### config.mk
export PLATFORM = sky130hd
export DESIGN_NAME = rpms_sequencer
export DESIGN_NICKNAME = d
export VERILOG_FILES = /design/src/rpms_pkg.sv /design/src/rpms_sequencer.sv
export SDC_FILE = /design/constraint.sdc
export NUM_CORES = 1
export LEC_CHECK = 0
export BUFFER_PORTS_ARGS = -buffer_cell sky130_fd_sc_hd__buf_2
export CAP_MARGIN = 20
export CORE_AREA = 8 8 111 113
export CTS_BUF_LIST = sky130_fd_sc_hd__clkbuf_4 sky130_fd_sc_hd__clkbuf_8
export DETAILED_ROUTE_END_ITERATION = 16
export DIE_AREA = 0 0 119 121
export HOLD_SLACK_MARGIN = 0.06
export PLACE_DENSITY = 0.71
export SKIP_LAST_GASP = 1
export SLEW_MARGIN = 20
export SYNTH_ARGS = -nofsm -noshare
export SYNTH_HDL_FRONTEND = slang
export SYNTH_SLANG_ARGS = --single-unit
### constraint.sdc
create_clock -name clk_sys -period 2.84 [get_ports clk_sys]
set_clock_uncertainty 0.15 [all_clocks]
set_input_delay 0.426 -clock clk_sys [delete_from_list [all_inputs] [get_ports clk_sys]]
set_output_delay 0.426 -clock clk_sys [all_outputs]
set_load 0.02 [all_outputs]
### src/rpms_pkg.sv
// Package of constants, states and register carriers for the reset sequencer
package rpms_pkg;

	// ----------------------------------------------------------------
	// Timing
	// ----------------------------------------------------------------
	localparam int CLK_HZ               = 50000000;
	localparam int SEQ_HALF_CLOCK_UNITS = 1024;
	localparam int SEQ_CYCLES           = SEQ_HALF_CLOCK_UNITS / 2;
	localparam int TRANS_CYCLES         = 4;
	localparam int CNT_W                = 10;
	localparam logic [CNT_W-1:0] SEQ_LAST   = 10'(SEQ_CYCLES - 1);
	localparam logic [CNT_W-1:0] TRANS_LAST = 10'(TRANS_CYCLES - 1);

	// ----------------------------------------------------------------
	// Register map (byte addresses)
	// ----------------------------------------------------------------
	localparam logic [7:0] ADDR_CFG    = 8'h00;
	localparam logic [7:0] ADDR_CMD    = 8'h04;
	localparam logic [7:0] ADDR_STATUS = 8'h08;

	// Configuration register fields
	localparam int CFG_BIDIR_BIT = 0;
	localparam int CFG_PWD_BIT   = 1;
	localparam int CFG_BOOT_BIT  = 2;

	// Command register fields, write-one pulses
	localparam int CMD_SWRST_BIT = 0;
	localparam int CMD_IDLE_BIT  = 1;
	localparam int CMD_POWERDOWN_INSTR_BIT = 2;
	localparam int CMD_FLAGC_BIT = 3;

	localparam logic [1:0] RESP_OKAY   = 2'h0;
	localparam logic [1:0] RESP_SLVERR = 2'h2;

	typedef enum logic [2:0] {
		ST_RUN,
		ST_HOLD,
		ST_TRANS,
		ST_SEQ,
		ST_PROLONG,
		ST_IDLE,
		ST_POWERDOWN_INSTR
	} rpms_state_e;

	typedef enum logic [1:0] {
		CAUSE_HW,
		CAUSE_SW,
		CAUSE_WDT
	} rpms_cause_e;

	typedef struct packed {
		logic [7:0]  awaddr;
		logic        awvalid;
		logic [31:0] wdata;
		logic [3:0]  wstrb;
		logic        wvalid;
		logic        bready;
		logic [7:0]  araddr;
		logic        arvalid;
		logic        rready;
	} rpms_axi_req_s;

	typedef struct packed {
		logic        awready;
		logic        wready;
		logic [1:0]  bresp;
		logic        bvalid;
		logic        arready;
		logic [31:0] rdata;
		logic [1:0]  rresp;
		logic        rvalid;
	} rpms_axi_rsp_s;

endpackage

### src/rpms_sequencer.sv
// Reset and power mode sequencer with its AXI4-Lite register slave
`timescale 1ns/100ps

module rpms_sequencer
	import rpms_pkg::*;
(
	input  wire logic                 clk_sys,
	input  wire logic                 rst_n,
	input  wire rpms_pkg::rpms_axi_req_s axi_req,
	output      rpms_pkg::rpms_axi_rsp_s axi_rsp,
	input  wire logic                 reset_input_pin,
	input  wire logic                 reset_mode_select_pin,
	input  wire logic                 nmi_pin,
	input  wire logic [7:0]           fast_ext_interrupt_pins,
	input  wire logic                 irq_request,
	input  wire logic                 irq_enabled,
	input  wire logic                 wdt_overflow,
	input  wire logic                 bus_active,
	input  wire logic                 bus_ready_used,
	input  wire logic                 bus_ready_pin,
	input  wire logic                 bus_waits_done,
	input  wire logic                 last_ready_seen,
	output      logic                 reset_output_pin,
	output      logic                 reset_pin_out,
	output      logic                 reset_pin_oe,
	output      logic                 io_float,
	output      logic                 internal_reset,
	output      logic                 hold_cancel,
	output      logic                 bus_abort,
	output      logic                 cpu_stop,
	output      logic                 periph_stop,
	output      logic                 osc_stop,
	output      logic                 isr_request
);
	import rpms_pkg::*;

	// ----------------------------------------------------------------
	// State
	// ----------------------------------------------------------------
	typedef struct packed {
		rpms_state_e      state;
		rpms_cause_e      cause;
		logic [CNT_W-1:0] cnt;
		logic             rst_sync1;
		logic             rst_sync2;
		logic             bidir_reset_enable;
		logic             powerdown_config_bit;
		logic             boot_mode;
		logic             wake_flag;
		logic             wdt_pending;
		logic             last_hw;
		logic             aw_got;
		logic             w_got;
		logic [7:0]       aw_addr;
		logic [31:0]      w_data;
		logic [3:0]       w_strb;
		rpms_axi_rsp_s    rsp;
		logic             reset_output_pin;
		logic             reset_pin_oe;
		logic             io_float;
		logic             internal_reset;
		logic             hold_cancel;
		logic             bus_abort;
		logic             cpu_stop;
		logic             periph_stop;
		logic             osc_stop;
		logic             isr_request;
	} rpms_regs_s;

	rpms_regs_s r;
	rpms_regs_s next_r;

	logic hw_req;
	logic async_hold;

	// Entry is caught straight from the pin so the I/O float and reset
	// output do not wait for a clock; release goes through the synchroniser.
	assign hw_req     = ~reset_input_pin & reset_mode_select_pin;
	assign async_hold = hw_req;

	// ----------------------------------------------------------------
	// Next state
	// ----------------------------------------------------------------
	always_comb
	begin
		logic       do_wr;
		logic [7:0] rd_addr;
		logic       sw_rst;
		logic       go_idle;
		logic       go_pd;
		logic       flag_clr;
		logic       wake;
		logic       bus_ok;
		next_r   = r;
		do_wr    = 1'b0;
		rd_addr  = axi_req.araddr;
		sw_rst   = 1'b0;
		go_idle  = 1'b0;
		go_pd    = 1'b0;
		flag_clr = 1'b0;
		wake     = |fast_ext_interrupt_pins;
		bus_ok   = ~bus_active & (~bus_ready_used | last_ready_seen);

		next_r.rst_sync1 = ~reset_input_pin;
		next_r.rst_sync2 = r.rst_sync1;
		next_r.hold_cancel = 1'b0;
		next_r.bus_abort   = 1'b0;

		// Bus slave: address and data may arrive in either order
		next_r.rsp.awready = 1'b0;
		next_r.rsp.wready  = 1'b0;
		next_r.rsp.arready = 1'b0;
		if (axi_req.awvalid && !r.aw_got && !r.rsp.bvalid)
		begin
			next_r.rsp.awready = ~r.rsp.awready;
			if (r.rsp.awready)
			begin
				next_r.aw_got  = 1'b1;
				next_r.aw_addr = axi_req.awaddr;
			end
		end
		if (axi_req.wvalid && !r.w_got && !r.rsp.bvalid)
		begin
			next_r.rsp.wready = ~r.rsp.wready;
			if (r.rsp.wready)
			begin
				next_r.w_got  = 1'b1;
				next_r.w_data = axi_req.wdata;
				next_r.w_strb = axi_req.wstrb;
			end
		end
		if (r.aw_got && r.w_got && !r.rsp.bvalid)
		begin
			do_wr            = 1'b1;
			next_r.aw_got    = 1'b0;
			next_r.w_got     = 1'b0;
			next_r.rsp.bvalid = 1'b1;
			next_r.rsp.bresp = (r.aw_addr == ADDR_CFG
				|| r.aw_addr == ADDR_CMD) ? RESP_OKAY : RESP_SLVERR;
		end
		if (r.rsp.bvalid && axi_req.bready)
			next_r.rsp.bvalid = 1'b0;

		if (do_wr && r.w_strb[0])
		begin
			if (r.aw_addr == ADDR_CFG)
			begin
				next_r.bidir_reset_enable   = r.w_data[CFG_BIDIR_BIT];
				next_r.powerdown_config_bit = r.w_data[CFG_PWD_BIT];
				next_r.boot_mode            = r.w_data[CFG_BOOT_BIT];
			end
			if (r.aw_addr == ADDR_CMD)
			begin
				sw_rst   = r.w_data[CMD_SWRST_BIT];
				go_idle  = r.w_data[CMD_IDLE_BIT];
				go_pd    = r.w_data[CMD_POWERDOWN_INSTR_BIT];
				flag_clr = r.w_data[CMD_FLAGC_BIT];
			end
		end

		if (axi_req.arvalid && !r.rsp.rvalid && !r.rsp.arready)
		begin
			next_r.rsp.arready = 1'b1;
			next_r.rsp.rvalid  = 1'b1;
			next_r.rsp.rresp   = RESP_OKAY;
			next_r.rsp.rdata   = '0;
			case (rd_addr)
				ADDR_CFG:
				begin
					next_r.rsp.rdata[CFG_BIDIR_BIT] = r.bidir_reset_enable;
					next_r.rsp.rdata[CFG_PWD_BIT]   = r.powerdown_config_bit;
					next_r.rsp.rdata[CFG_BOOT_BIT]  = r.boot_mode;
				end
				ADDR_CMD:
					next_r.rsp.rdata = '0;
				ADDR_STATUS:
					next_r.rsp.rdata = {15'h0000, r.wake_flag,
						r.last_hw, r.cause, r.state, r.cnt};
				default:
					next_r.rsp.rresp = RESP_SLVERR;
			endcase
		end
		else if (r.rsp.rvalid && axi_req.rready)
			next_r.rsp.rvalid = 1'b0;

		// Set wins over the software clear
		if (flag_clr)
			next_r.wake_flag = 1'b0;

		// A watchdog request waits for its bus cycle to settle
		if (wdt_overflow && !r.boot_mode && r.state != ST_HOLD
			&& r.state != ST_TRANS && r.state != ST_SEQ)
			next_r.wdt_pending = 1'b1;

		case (r.state)
			ST_RUN, ST_IDLE, ST_POWERDOWN_INSTR:
			begin
				if (r.wdt_pending)
				begin
					if (!bus_active || !bus_ready_used)
					begin
						next_r.wdt_pending = 1'b0;
						next_r.cause       = CAUSE_WDT;
						next_r.state       = ST_TRANS;
						next_r.cnt         = '0;
						next_r.hold_cancel = 1'b1;
					end
					else if (bus_waits_done)
					begin
						next_r.wdt_pending = 1'b0;
						next_r.cause       = CAUSE_WDT;
						next_r.state       = ST_TRANS;
						next_r.cnt         = '0;
						next_r.hold_cancel = 1'b1;
						next_r.bus_abort   = bus_ready_pin;
					end
				end
				else if (sw_rst)
				begin
					next_r.cause       = CAUSE_SW;
					next_r.state       = ST_TRANS;
					next_r.cnt         = '0;
					next_r.hold_cancel = 1'b1;
					next_r.bus_abort   = 1'b1;
				end
				else if (r.state == ST_IDLE)
				begin
					if (irq_request || wake)
					begin
						next_r.state    = ST_RUN;
						next_r.cpu_stop = 1'b0;
					end
				end
				else if (r.state == ST_POWERDOWN_INSTR)
				begin
					if (r.powerdown_config_bit && wake)
					begin
						next_r.state       = ST_RUN;
						next_r.cpu_stop    = 1'b0;
						next_r.periph_stop = 1'b0;
						next_r.osc_stop    = 1'b0;
						next_r.isr_request = irq_enabled;
						next_r.wake_flag   = 1'b1;
					end
				end
				else if (go_idle && bus_ok)
				begin
					next_r.state    = ST_IDLE;
					next_r.cpu_stop = 1'b1;
				end
				else if (go_pd && bus_ok
					&& (r.powerdown_config_bit || !nmi_pin))
				begin
					next_r.state       = ST_POWERDOWN_INSTR;
					next_r.cpu_stop    = 1'b1;
					next_r.periph_stop = 1'b1;
					next_r.osc_stop    = r.powerdown_config_bit;
				end
			end
			ST_HOLD:
				if (!r.rst_sync2)
				begin
					next_r.state       = ST_TRANS;
					next_r.cnt         = '0;
					next_r.hold_cancel = 1'b1;
					next_r.bus_abort   = 1'b1;
				end
			ST_TRANS:
			begin
				next_r.cnt = r.cnt + 10'h001;
				if (r.cnt == TRANS_LAST)
				begin
					next_r.state          = ST_SEQ;
					next_r.cnt            = '0;
					next_r.internal_reset = 1'b1;
					next_r.cpu_stop       = 1'b0;
					next_r.periph_stop    = 1'b0;
					next_r.osc_stop       = 1'b0;
					next_r.reset_pin_oe   = r.bidir_reset_enable
						|| r.cause == CAUSE_SW;
				end
			end
			ST_SEQ:
			begin
				next_r.cnt = r.cnt + 10'h001;
				if (r.cnt == SEQ_LAST)
				begin
					next_r.cnt                = '0;
					next_r.reset_pin_oe       = 1'b0;
					next_r.bidir_reset_enable = 1'b0;
					next_r.boot_mode          = 1'b0;
					next_r.powerdown_config_bit = 1'b0;
					next_r.state              = ST_PROLONG;
				end
			end
			ST_PROLONG:
				if (!r.rst_sync2)
				begin
					next_r.state            = ST_RUN;
					next_r.internal_reset   = 1'b0;
					next_r.reset_output_pin = 1'b0;
					next_r.io_float         = 1'b0;
				end
			default:
				next_r.state = ST_RUN;
		endcase

		// Reset output and float are set through the transition and sequence states, ahead of the internal reset
		if (r.state == ST_TRANS || r.state == ST_SEQ)
		begin
			next_r.reset_output_pin = 1'b1;
			next_r.io_float         = 1'b1;
		end

		// Mode pin gates entry only; the synced pin alone decides release
		if (r.rst_sync2 && reset_mode_select_pin
			&& r.state != ST_TRANS && r.state != ST_SEQ
			&& r.state != ST_PROLONG)
		begin
			next_r.state            = ST_HOLD;
			next_r.cause            = CAUSE_HW;
			next_r.last_hw          = 1'b1;
			next_r.reset_output_pin = 1'b1;
			next_r.io_float         = 1'b1;
			next_r.internal_reset   = 1'b1;
			next_r.reset_pin_oe     = 1'b0;
			next_r.wdt_pending      = 1'b0;
		end
		else if (r.state != ST_RUN && next_r.state == ST_TRANS)
			next_r.last_hw = r.last_hw;
		if (r.isr_request && !(r.state == ST_POWERDOWN_INSTR))
			next_r.isr_request = 1'b0;
	end

	// ----------------------------------------------------------------
	// Registers
	// ----------------------------------------------------------------
	always_ff @(posedge clk_sys)
	begin
		if (!rst_n)
		begin
			r       <= '0;
			r.state <= ST_RUN;
			r.cause <= CAUSE_HW;
		end
		else
		begin
			r <= next_r;
		end
	end

	// ----------------------------------------------------------------
	// Outputs
	// ----------------------------------------------------------------
	// Reset output and float are also forced by the raw pin on entry;
	// the OR with a stored flag keeps them glitch-free once caught.
	always_comb
	begin
		axi_rsp          = r.rsp;
		reset_output_pin = r.reset_output_pin | async_hold;
		io_float         = r.io_float | async_hold;
		reset_pin_out    = 1'b0;
		reset_pin_oe     = r.reset_pin_oe;
		internal_reset   = r.internal_reset;
		hold_cancel      = r.hold_cancel;
		bus_abort        = r.bus_abort;
		cpu_stop         = r.cpu_stop;
		periph_stop      = r.periph_stop;
		osc_stop         = r.osc_stop;
		isr_request      = r.isr_request;
	end

endmodule

==> impl_metrics.py, run 1 <==
metrics = {
    "detailed_routing": {
        "dr.first_iter.drc_count": 147,
        "post_drt_via_cell_ratio": 5.03,
        "drt-pass1-iter-count": 4,
        "ant_nets": 0,
        "drc": 0,
        "wirelength_um": 9260,
        "vias": 3145,
        "wl_per_cell_um": 14.8,
    },
    "hold_path": {
        "holdPathEnd": "next_r[103]",
        "hold_path_class": "in -> reg",
        "hold_depth": 2,
        "hp-start": "reset_input_pin",
    },
    "die": {
        "die_h_um": 121,
        "rows": 38,
        "core_area_mm2": 0.0106,
        "num_io_pins": 130,
        "die-width_um": 119,
        "start_util_pct": 34.0,
        "die_area_mm2": 0.0144,
    },
    "logic_synthesis": {
        "synth_top_family_by_area": "simple AND/OR/NAND/NOR gates",
        "synth_seq_cells": 71,
        "synth_top_area_share_pct": 39.5,
        "synthFlopType": "dfxtp_1",
        "syn_area_per_cell_um2": 8.48,
        "synth_top_area_cell": "dfxtp_1",
        "synth.most_common_cell": "dfxtp_1",
        "synth.area.mux_share_pct": 6.50,
        "async_flop_share_pct": 0,
        "ys_types": 62,
        "synthAdderAreaFrac_pct": 0.347,
        "yosysSeqAreaShare_pct": 39.5,
        "ys_top_cells_by_area": "dfxtp_1 (39%), buf_4 (9.0%), nor2_1 (6.7%), mux2i_1 (5.6%), a22oi_1 (3.8%)",
        "syn_area_mm2": 0.00360,
        "synth-compound-area-share_pct": 17.0,
        "synth_edf_count": 0,
        "synth-xor-area-share_pct": 0.486,
        "synth_common_cells": "dfxtp_1 (71), nor2_1 (64), buf_4 (43)",
        "yosys.area_share.simple_pct": 23.3,
        "syn_inst": 425,
        "yosys_warnings": 0,
    },
    "clocking": {
        "root_buffer": "clkbuf_8",
        "cts_sinks": 71,
        "cts_tree": "built",
        "cts_buffers": 9,
        "clkLatencyLatePin_ps": 350,
        "path_clk_slew_ps": 60,
        "post_cts_buffers": 0,
        "cts-htree-levels": 3,
        "clk_path_buf_depth": 2,
    },
    "placed_design": {
        "place_area_mm2": 0.00393,
        "post-place-cells": 612,
        "routabilityCongestion": 0.875,
        "dp_hpwl_um": 7130,
        "numPortBuffers": 80,
    },
    "pwr": {
        "fin_total_pwr_mw": 2.79,
        "power_density_mw_per_mm2": 683,
        "ir_drop_uv": 262,
        "leakagePower_nw": 1.78,
    },
    "timing": {
        "finalCriticalPeriod_ps": 2670,
        "drv_slew": 0,
        "worstMarginPinSlew_ps": 671,
        "finalSetupTns_ps": 0,
        "rsz0062_at_grt": "true",
        "setup_violations": 0,
        "hold_violations": 0,
        "fin_crit_sh_pct": 93.9,
        "maxSlewHeadroom_pct": 54.9,
        "max_freq_mhz": 375,
    },
    "setup_path": {
        "critPathMaxFanout": 6,
        "rr_endpoint": "reset_pin_oe",
        "worst-r2r-cell-count": 6,
        "ff2ff_setup_slack_ps": 170,
        "critPathKind": "reg -> reg",
        "crit_required_ps": 2930,
        "worstPathArrival_ps": 2760,
        "crit_path_start_kind": "register",
        "r2r_start": "r[106]",
        "end_kind": "register",
    },
    "global_route": {
        "grt_pass1_wl_um": 15200,
        "track_usage_pct": 12.9,
        "antenna_found_initial": 0,
        "grt_pass1_vias": 3111,
        "grt_max_degree": 44,
        "gr-total-overflow": 0,
    },
    "cells_and_area": {
        "drive_gt1_share_pct": 25.6,
        "instances_no_fill": 625,
        "final_util_pct": 38.6,
        "syn2layout_area_growth_pct": 13.5,
        "fin_area_mm2": 0.00409,
        "diodes": 0,
        "finalNetCount": 562,
    },
    "status": {
        "status": "completed",
    },
    "run": {
        "maxCapViolations": 0,
    },
}
[cell families after synthesis]
logic type | Yosys count
and+or+nand+nor | 161
AOI/OAI and AO/OA | 92
buffers and inverters | 74
DFF | 71
muxes | 23
xor gates and xnor gates | 2
adders and majority gates | 1
other | 1
[cell usage in the layout, fill, tap and decap left out, types with 3 or more instances in the layout]
master	Yosys	layout
nor2b_1	5	5
conb_1	1	18
nand2_1	21	21
mux2_2	3	3
dfxtp_1	71	71
nand4_1	5	5
mux2i_1	20	20
a31oi_1	8	8
nor4_1	4	4
o211a_1	4	4
buf_2	3	80
buf_4	43	13
nand3_1	11	11
nor2_1	64	64
inv_1	10	10
o21ai_0	18	18
clkbuf_8	1	10
and3_1	4	4
a22oi_1	18	18
or4_1	3	3
o21a_1	4	4
and3b_1	4	4
nand2b_1	7	7
nor3_1	11	11
a21oi_1	19	19
[where the power goes]
part           internal (mW)  switching [mW]  total [mW]
combinational          0.384           0.555       0.939
clock                  0.333           0.338       0.670
sequential              1.08           0.105        1.18
[worst max path at each step]
stage               startpoint      endpoint  slack (ps)  cells past startpoint
CTS                     r[106]        r[118]         160                      7
detailed placement      r[106]        r[118]         150                      7
global route            r[105]  reset_pin_oe         -20                      6
finish                  r[106]  reset_pin_oe         170                      6
floorplan               r[105]        r[118]         430                      8
global placement        r[105]        r[118]         280                      7
[cell type report]
type / instances / area [um^2]
Clock buffer: 11 / 145
Clock inverter: 2 / 10.0
Fill cell: 1090 / 6510
Inverter: 11 / 41.3
Multi-Input combinational cell: 297 / 1800
Sequential cell: 71 / 1420
Tap cell: 140 / 175
Timing Repair Buffer: 93 / 498
[worst max-delay path, stage by stage, from the launching register on]
cell and delay, ps:
dfxtp_1 400, ha_1 290, nand4_1 230, or4_2 610, a2111oi_0 590, mux2i_1 240
nor2_1 50
[state kept, by name, indices dropped and copies added (netlist names)]
signal	count
osc_stop	1
periph_stop	1
axi_rsp	24
isr_request	1
reset_pin_oe	1
r	38
hold_cancel	1
cpu_stop	1
next_r	1
bus_abort	1
internal_reset	1
[per-stage QoR]
stage	hold WS, ps	worst slack [ps]
6_report	116	174
5_1_grt	115	-16.0
4_1_cts	99.3	156
3_5_place_dp	277	147
3_3_place_gp	264	284
2_1_floorplan	262	431
[routing by layer]
layer	wire length, um	GRT usage, %	vias up
met5	0	0	-
met4	258	7.75	0
met3	618	3.54	18
met2	4460	21.5	96
met1	3920	14.6	1474
li1	-	-	1557
[what timing repair did]
item,in CTS,in global routing
endpoints found under the hold margin,0,0
resized for setup,0,1
hold buffers,0,0
setup endpoints to repair,0,2
(Power assumes the default switching activity.)
==> run 2: changes to the inputs <==
clock period = 2.7 ns   (was 2.84 ns; I/O delays follow)
==> run 2 against run 1 <==
Wire length rose by 0.70%. Highest routed layer unchanged. Non-clock buffer count rose by 4. Sequential power rose by 6%. Maximum frequency rose by 4.0%. Via count rose by 0.25%. Register-to-register slack got worse by 40 ps. Critical path depth rose by 1. Count of clock-buffer cells in the layout rose by 1. Power rose by 12%.
==> impl_metrics.py, run 2 (synthesis gave the netlist of run 1 again) <==
metrics = {
    "global_route": {
        "track_usage_pct": 12.9,
        "grt_max_degree": 44,
        "antenna_found_initial": 0,
        "grt_pass1_vias": 3078,
        "gr-total-overflow": 0,
        "grt_pass1_wl_um": 15300,
    },
    "timing": {
        "finalCriticalPeriod_ps": 2560,
        "holdWs_ps": 85.0,
        "hold_violations": 0,
        "rsz0062_at_grt": "false",
        "setup_violations": 0,
        "worstMarginPinSlew_ps": 598,
        "fin_crit_sh_pct": 94.9,
        "drv_slew": 0,
        "maxSlewHeadroom_pct": 59.7,
        "max_freq_mhz": 390,
        "finalSetupTns_ps": 0,
    },
    "detailed_routing": {
        "drc": 0,
        "post_drt_via_cell_ratio": 5.00,
        "wl_per_cell_um": 14.8,
        "vias": 3153,
        "ant_nets": 0,
        "dr.first_iter.drc_count": 184,
        "drt-pass1-iter-count": 4,
        "wirelength_um": 9320,
    },
    "setup_path": {
        "crit_required_ps": 2850,
        "critPathTopFamily": "compound AO/OA/AOI/OAI gates",
        "cp-startpoint": "r[94]",
        "cp.depth": 7,
        "end_kind": "register",
        "ff2ff_setup_slack_ps": 140,
        "crit_path_start_kind": "register",
        "critPathKind": "reg -> reg",
        "rr_endpoint": "r[119]",
        "cp_slowest_cell": "a2111oi_1",
        "r2r_start": "r[94]",
        "cp-endpoint": "r[119]",
        "worst-r2r-cell-count": 7,
        "crit_chain": "nor4_2 > nand3_1 > o41ai_1 > buf_4 > a31oi_1 > a2111oi_1 > o21a_1",
        "crit_buf_inv": 1,
        "critPathMaxFanout": 4,
        "slowest_delay_ps": 470,
        "worstPathArrival_ps": 2710,
    },
    "clocking": {
        "clkLatencyLatePin_ps": 350,
        "cts_tree": "built",
        "root_buffer": "clkbuf_8",
        "post_cts_buffers": 0,
        "cts_sinks": 71,
        "cts_buffers": 9,
        "cts-htree-levels": 3,
        "clk_path_buf_depth": 2,
        "path_clk_slew_ps": 70,
    },
    "pwr": {
        "ir_drop_uv": 252,
        "leakagePower_nw": 1.82,
        "swShare_pct": 35.1,
        "p_switching_mw": 1.10,
        "seqPwrFrac_pct": 39.8,
        "power_density_mw_per_mm2": 753,
        "pwr-share-clk_pct": 27.7,
        "combPwrFrac_pct": 32.5,
        "cell_internal_pwr_mw": 2.03,
    },
    "cells_and_area": {
        "top_register": "r",
        "diodes": 0,
        "final_util_pct": 39.2,
        "final_common_cell": "buf_2",
        "mostFrequentLayoutCells": "buf_2 (80), dfxtp_1 (71), nor2_1 (64)",
        "syn2layout_area_growth_pct": 15.5,
        "drive_gt1_share_pct": 26.5,
        "largest_reg_flops": 38,
        "instances_no_fill": 631,
        "finalNetCount": 566,
    },
    "die": {
        "core_area_mm2": 0.0106,
        "die_area_mm2": 0.0144,
        "num_io_pins": 130,
        "die-width_um": 119,
        "rows": 38,
        "die_h_um": 121,
        "start_util_pct": 34.0,
    },
    "run": {
        "maxCapViolations": 0,
    },
    "hold_path": {
        "hold_path_class": "in -> reg",
    },
    "placed_design": {
        "post-place-cells": 616,
        "numPortBuffers": 80,
        "dp_hpwl_um": 7140,
        "routabilityCongestion": 0.871,
    },
    "status": {
        "status": "completed",
    },
}
## run 2: cell count changes in the layout (fill, tap and decap cells not counted), sizes merged
cell	before	now
clkinvlp	0	1
clkbuf	11	12
bufinv	0	1
buf	93	97
clkinv	3	2
## run 2: layout make-up
cell class / count / area, um^2
clock inverters: 3 / 42.5
repair buffers: 97 / 528
well taps: 140 / 175
multi-input cells: 297 / 1790
flip-flops and latches: 71 / 1420
inverters: 11 / 41.3
fillers: 1053 / 6440
clock buffers: 12 / 159
## run 2: timing repair
item | in CTS | in global routing
gates resized for setup | 0 | 2
hold buffers | 0 | 0
endpoints found under the setup margin | 0 | 2
## run 2: worst min-delay path by stage
stage,from,to,cells past startpoint
global placement,next_r[103],r[103],1
global route,reset_input_pin,next_r[103],2
floorplan,next_r[103],r[103],1
detailed placement,next_r[103],r[103],1
finish,reset_input_pin,next_r[103],2
CTS,reset_input_pin,next_r[103],2
## run 2: metal layers
layer	GRT usage, %	share of wire (%)	vias up
met5	0	0	-
met4	5.61	1.8	0
met3	3.49	5.8	13
met2	21.8	49	86
met1	15.0	43	1484
li1	-	-	1570
## run 2: metrics by stage
stage / total power, mW / area [um^2] / setup WS, ps
global placement: 2.23 / 3960 / 241
finish: 3.13 / 4160 / 137
CTS: 3.13 / 4160 / 152
floorplan: 1.99 / 3670 / 291
global route: 3.33 / 4160 / 19.6
detailed placement: 2.26 / 3960 / 180
## run 2: power groups by stage
stage,clock network (mW),logic (mW),registers [mW]
floorplan,0,0.750,1.24
global placement,0,0.968,1.26
detailed placement,0,0.992,1.27
CTS,0.890,1.00,1.24
global route,0.946,1.13,1.26
finish,0.867,1.02,1.25
## run 2: worst reg2reg max path: cells and delay by family (launching register included)
kind                   cells  cell delay (ps)
buffers and inverters      1              180
AND/OR/NAND/NOR            2              610
AO/OA/AOI/OAI              4             1230
flip-flops                 1              320
==> run 3: changes to the inputs <==
ABC_AREA = 1   (was unset)
CORE_AREA = 8 8 113 115   (was 8 8 111 113)
DIE_AREA = 0 0 121 123   (was 0 0 119 121)
clock period = 3 ns   (was 2.7 ns; I/O delays follow)
==> run 3 against run 2 <==
Clock power about the same. Sequential share of layout area down 0.84 points. Register-to-register slack better by 710 ps. Die area up 3.4%. Synthesized area up 4.4%. Synthesized cell count up 29%. Count of clock-buffer cells in the layout down 1. Via count up 9.6%. Cell area up 2.5%. Global-route usage down 0.33 points. Wire length down 1.1%. Critical endpoint is now r[117]. Largest cell class unchanged.
==> impl_metrics.py, run 3 <==
metrics = {
    "placed_design": {
        "place_area_mm2": 0.00404,
        "dp_hpwl_um": 7060,
        "dp_worst_setup_slack_ps": 826,
        "post-place-cells": 735,
        "numPortBuffers": 80,
        "routabilityCongestion": 0.878,
    },
    "global_route": {
        "grt_max_degree": 41,
        "grt_pass1_wl_um": 15000,
        "track_usage_pct": 12.5,
        "antenna_found_initial": 0,
        "grt_pass1_vias": 3238,
        "gr-total-overflow": 0,
    },
    "timing": {
        "fin_crit_sh_pct": 71.8,
        "finalCriticalPeriod_ps": 2150,
        "rsz0062_at_grt": "false",
        "setup_slack_ps": 845,
        "finalSetupTns_ps": 0,
        "setup_violations": 0,
        "worstMarginPinSlew_ps": 589,
        "drv_slew": 0,
        "max_freq_mhz": 464,
        "hold_violations": 0,
        "maxSlewHeadroom_pct": 60.4,
    },
    "logic_synthesis": {
        "synth_top_area_cell": "dfxtp_1",
        "synth_seq_cells": 71,
        "ys_top_cells_by_area": "dfxtp_1 (38%), nand2_1 (9.7%), buf_4 (8.6%), inv_1 (7.6%), a21oi_1 (7.4%)",
        "synth.most_common_cell": "nand2_1",
        "synth_edf_count": 0,
        "synth_common_cells": "nand2_1 (97), inv_1 (76), dfxtp_1 (71)",
        "yosys_warnings": 0,
        "synthFlopType": "dfxtp_1",
        "syn_area_per_cell_um2": 6.84,
        "ys_types": 36,
        "yosysSeqAreaShare_pct": 37.8,
        "syn_inst": 550,
        "async_flop_share_pct": 0,
        "syn_area_mm2": 0.00376,
        "synth_top_area_share_pct": 37.8,
    },
    "die": {
        "die-width_um": 121,
        "rows": 39,
        "start_util_pct": 34.0,
        "num_io_pins": 130,
        "core_area_mm2": 0.0111,
        "die_h_um": 123,
        "die_area_mm2": 0.0149,
    },
    "setup_path": {
        "crit_buf_inv": 0,
        "worstPathArrival_ps": 2220,
        "crit_top_cell": "nand2_1",
        "crit_chain": "ha_1 > nand3_1 > nor2_2 > nand4_1 > nand2_1 > nand2_1 > nor2_2 > nand3_2 > nand2_1 > a21oi_1",
        "slowest_delay_ps": 400,
        "critPathTopFamily": "simple AND/OR/NAND/NOR gates",
        "end_kind": "register",
        "cp_slowest_cell": "dfxtp_1",
        "crit_required_ps": 3070,
        "r2r_start": "r[105]",
        "crit_path_start_kind": "register",
        "critPathKind": "reg -> reg",
        "critPathMaxFanout": 6,
        "cp-startpoint": "r[105]",
    },
    "clocking": {
        "clkLatencyLatePin_ps": 350,
        "post_cts_buffers": 0,
        "post_cts_resized": 0,
        "cts_tree": "built",
        "clk_path_buf_depth": 2,
        "cts_hold_buf": 0,
        "path_clk_slew_ps": 80,
        "cts_buffers": 9,
        "cts_sinks": 71,
        "root_buffer": "clkbuf_8",
        "cts-htree-levels": 3,
    },
    "cells_and_area": {
        "final_common_cell": "nand2_1",
        "syn2layout_area_growth_pct": 13.4,
        "fillers": 1208,
        "multiInputGateArea_mm2": 0.00171,
        "finalNetCount": 682,
        "largest_reg_flops": 38,
        "drive_gt1_share_pct": 20.9,
        "mostFrequentLayoutCells": "nand2_1 (97), buf_2 (80), inv_1 (76)",
        "instances_no_fill": 751,
        "top_register": "r",
        "fin_area_mm2": 0.00427,
        "seqCellArea_mm2": 0.00142,
        "diodes": 0,
    },
    "run": {
        "maxCapViolations": 0,
    },
    "detailed_routing": {
        "wl_per_cell_um": 12.3,
        "drc": 0,
        "post_drt_via_cell_ratio": 4.60,
        "wirelength_um": 9220,
        "vias": 3457,
        "dr.first_iter.drc_count": 228,
        "ant_nets": 0,
        "drt-pass1-iter-count": 5,
    },
    "pwr": {
        "leakagePower_nw": 2.01,
        "power_density_mw_per_mm2": 691,
        "ir_drop_uv": 265,
    },
    "status": {
        "status": "completed",
    },
    "hold_path": {
        "hp-start": "reset_input_pin",
        "hold_path_class": "in -> reg",
    },
}
==> run 3: worst paths after layout <==
path              depth (start not counted)  slack [ps]           to
setup / recovery                         10         850       r[117]
hold / removal                            2         130  next_r[103]
setup reg to reg                         10         850       r[117]
hold reg to reg                           2         280       r[103]
==> run 3: cell families after synthesis <==
kind of cell	count (synthesis)	synth area share (%)
simple gates	225	26.9
buf+inv	139	18.7
compound gates	112	16.0
flops	71	37.8
xor+xnor	1	0.233
fa+ha+maj	1	0.333
other cells	1	0.0997
==> run 3: per-layer routing <==
metal,track usage [%],wire [um],vias to the layer above
met5,0,0,-
met4,4.22,111,0
met3,4.79,821,10
met2,20.2,4180,109
met1,15.0,4110,1522
li1,-,-,1816
==> run 3: worst reg2reg max path, cell delays in order, from the launching register on <==
cell	delay, ps
dfxtp_1	400
ha_1	280
nand3_1	170
nor2_2	170
nand4_1	150
nand2_1	160
nand2_1	110
nor2_2	190
nand3_2	130
nand2_1	70
a21oi_1	60
==> run 3: report_power, final <==
part | total (mW) | leakage (nW) | internal [mW] | switching, mW
sequential | 1.12 | 0.580 | 1.04 | 0.0793
combinational | 0.959 | 1.32 | 0.303 | 0.656
clock | 0.868 | 0.113 | 0.500 | 0.368
==> run 3: final cells by class <==
type | instances | area share [%]
multi-input combinational | 357 | 40.0
sequential | 71 | 33.3
timing repair buffer | 84 | 10.1
inverter | 80 | 7.04
tap | 143 | 4.19
clock buffer | 11 | 3.40
clock inverter | 5 | 1.91
==> run 3: through the flow <==
step	hold slack, ps	total power [mW]	utilization (%)
after floorplan	240	1.93	-
after global placement	246	2.08	36.5
after detailed placement	259	2.09	36.5
after CTS	113	2.97	38.5
after global routing	115	3.15	38.5
final	130	2.95	38.5
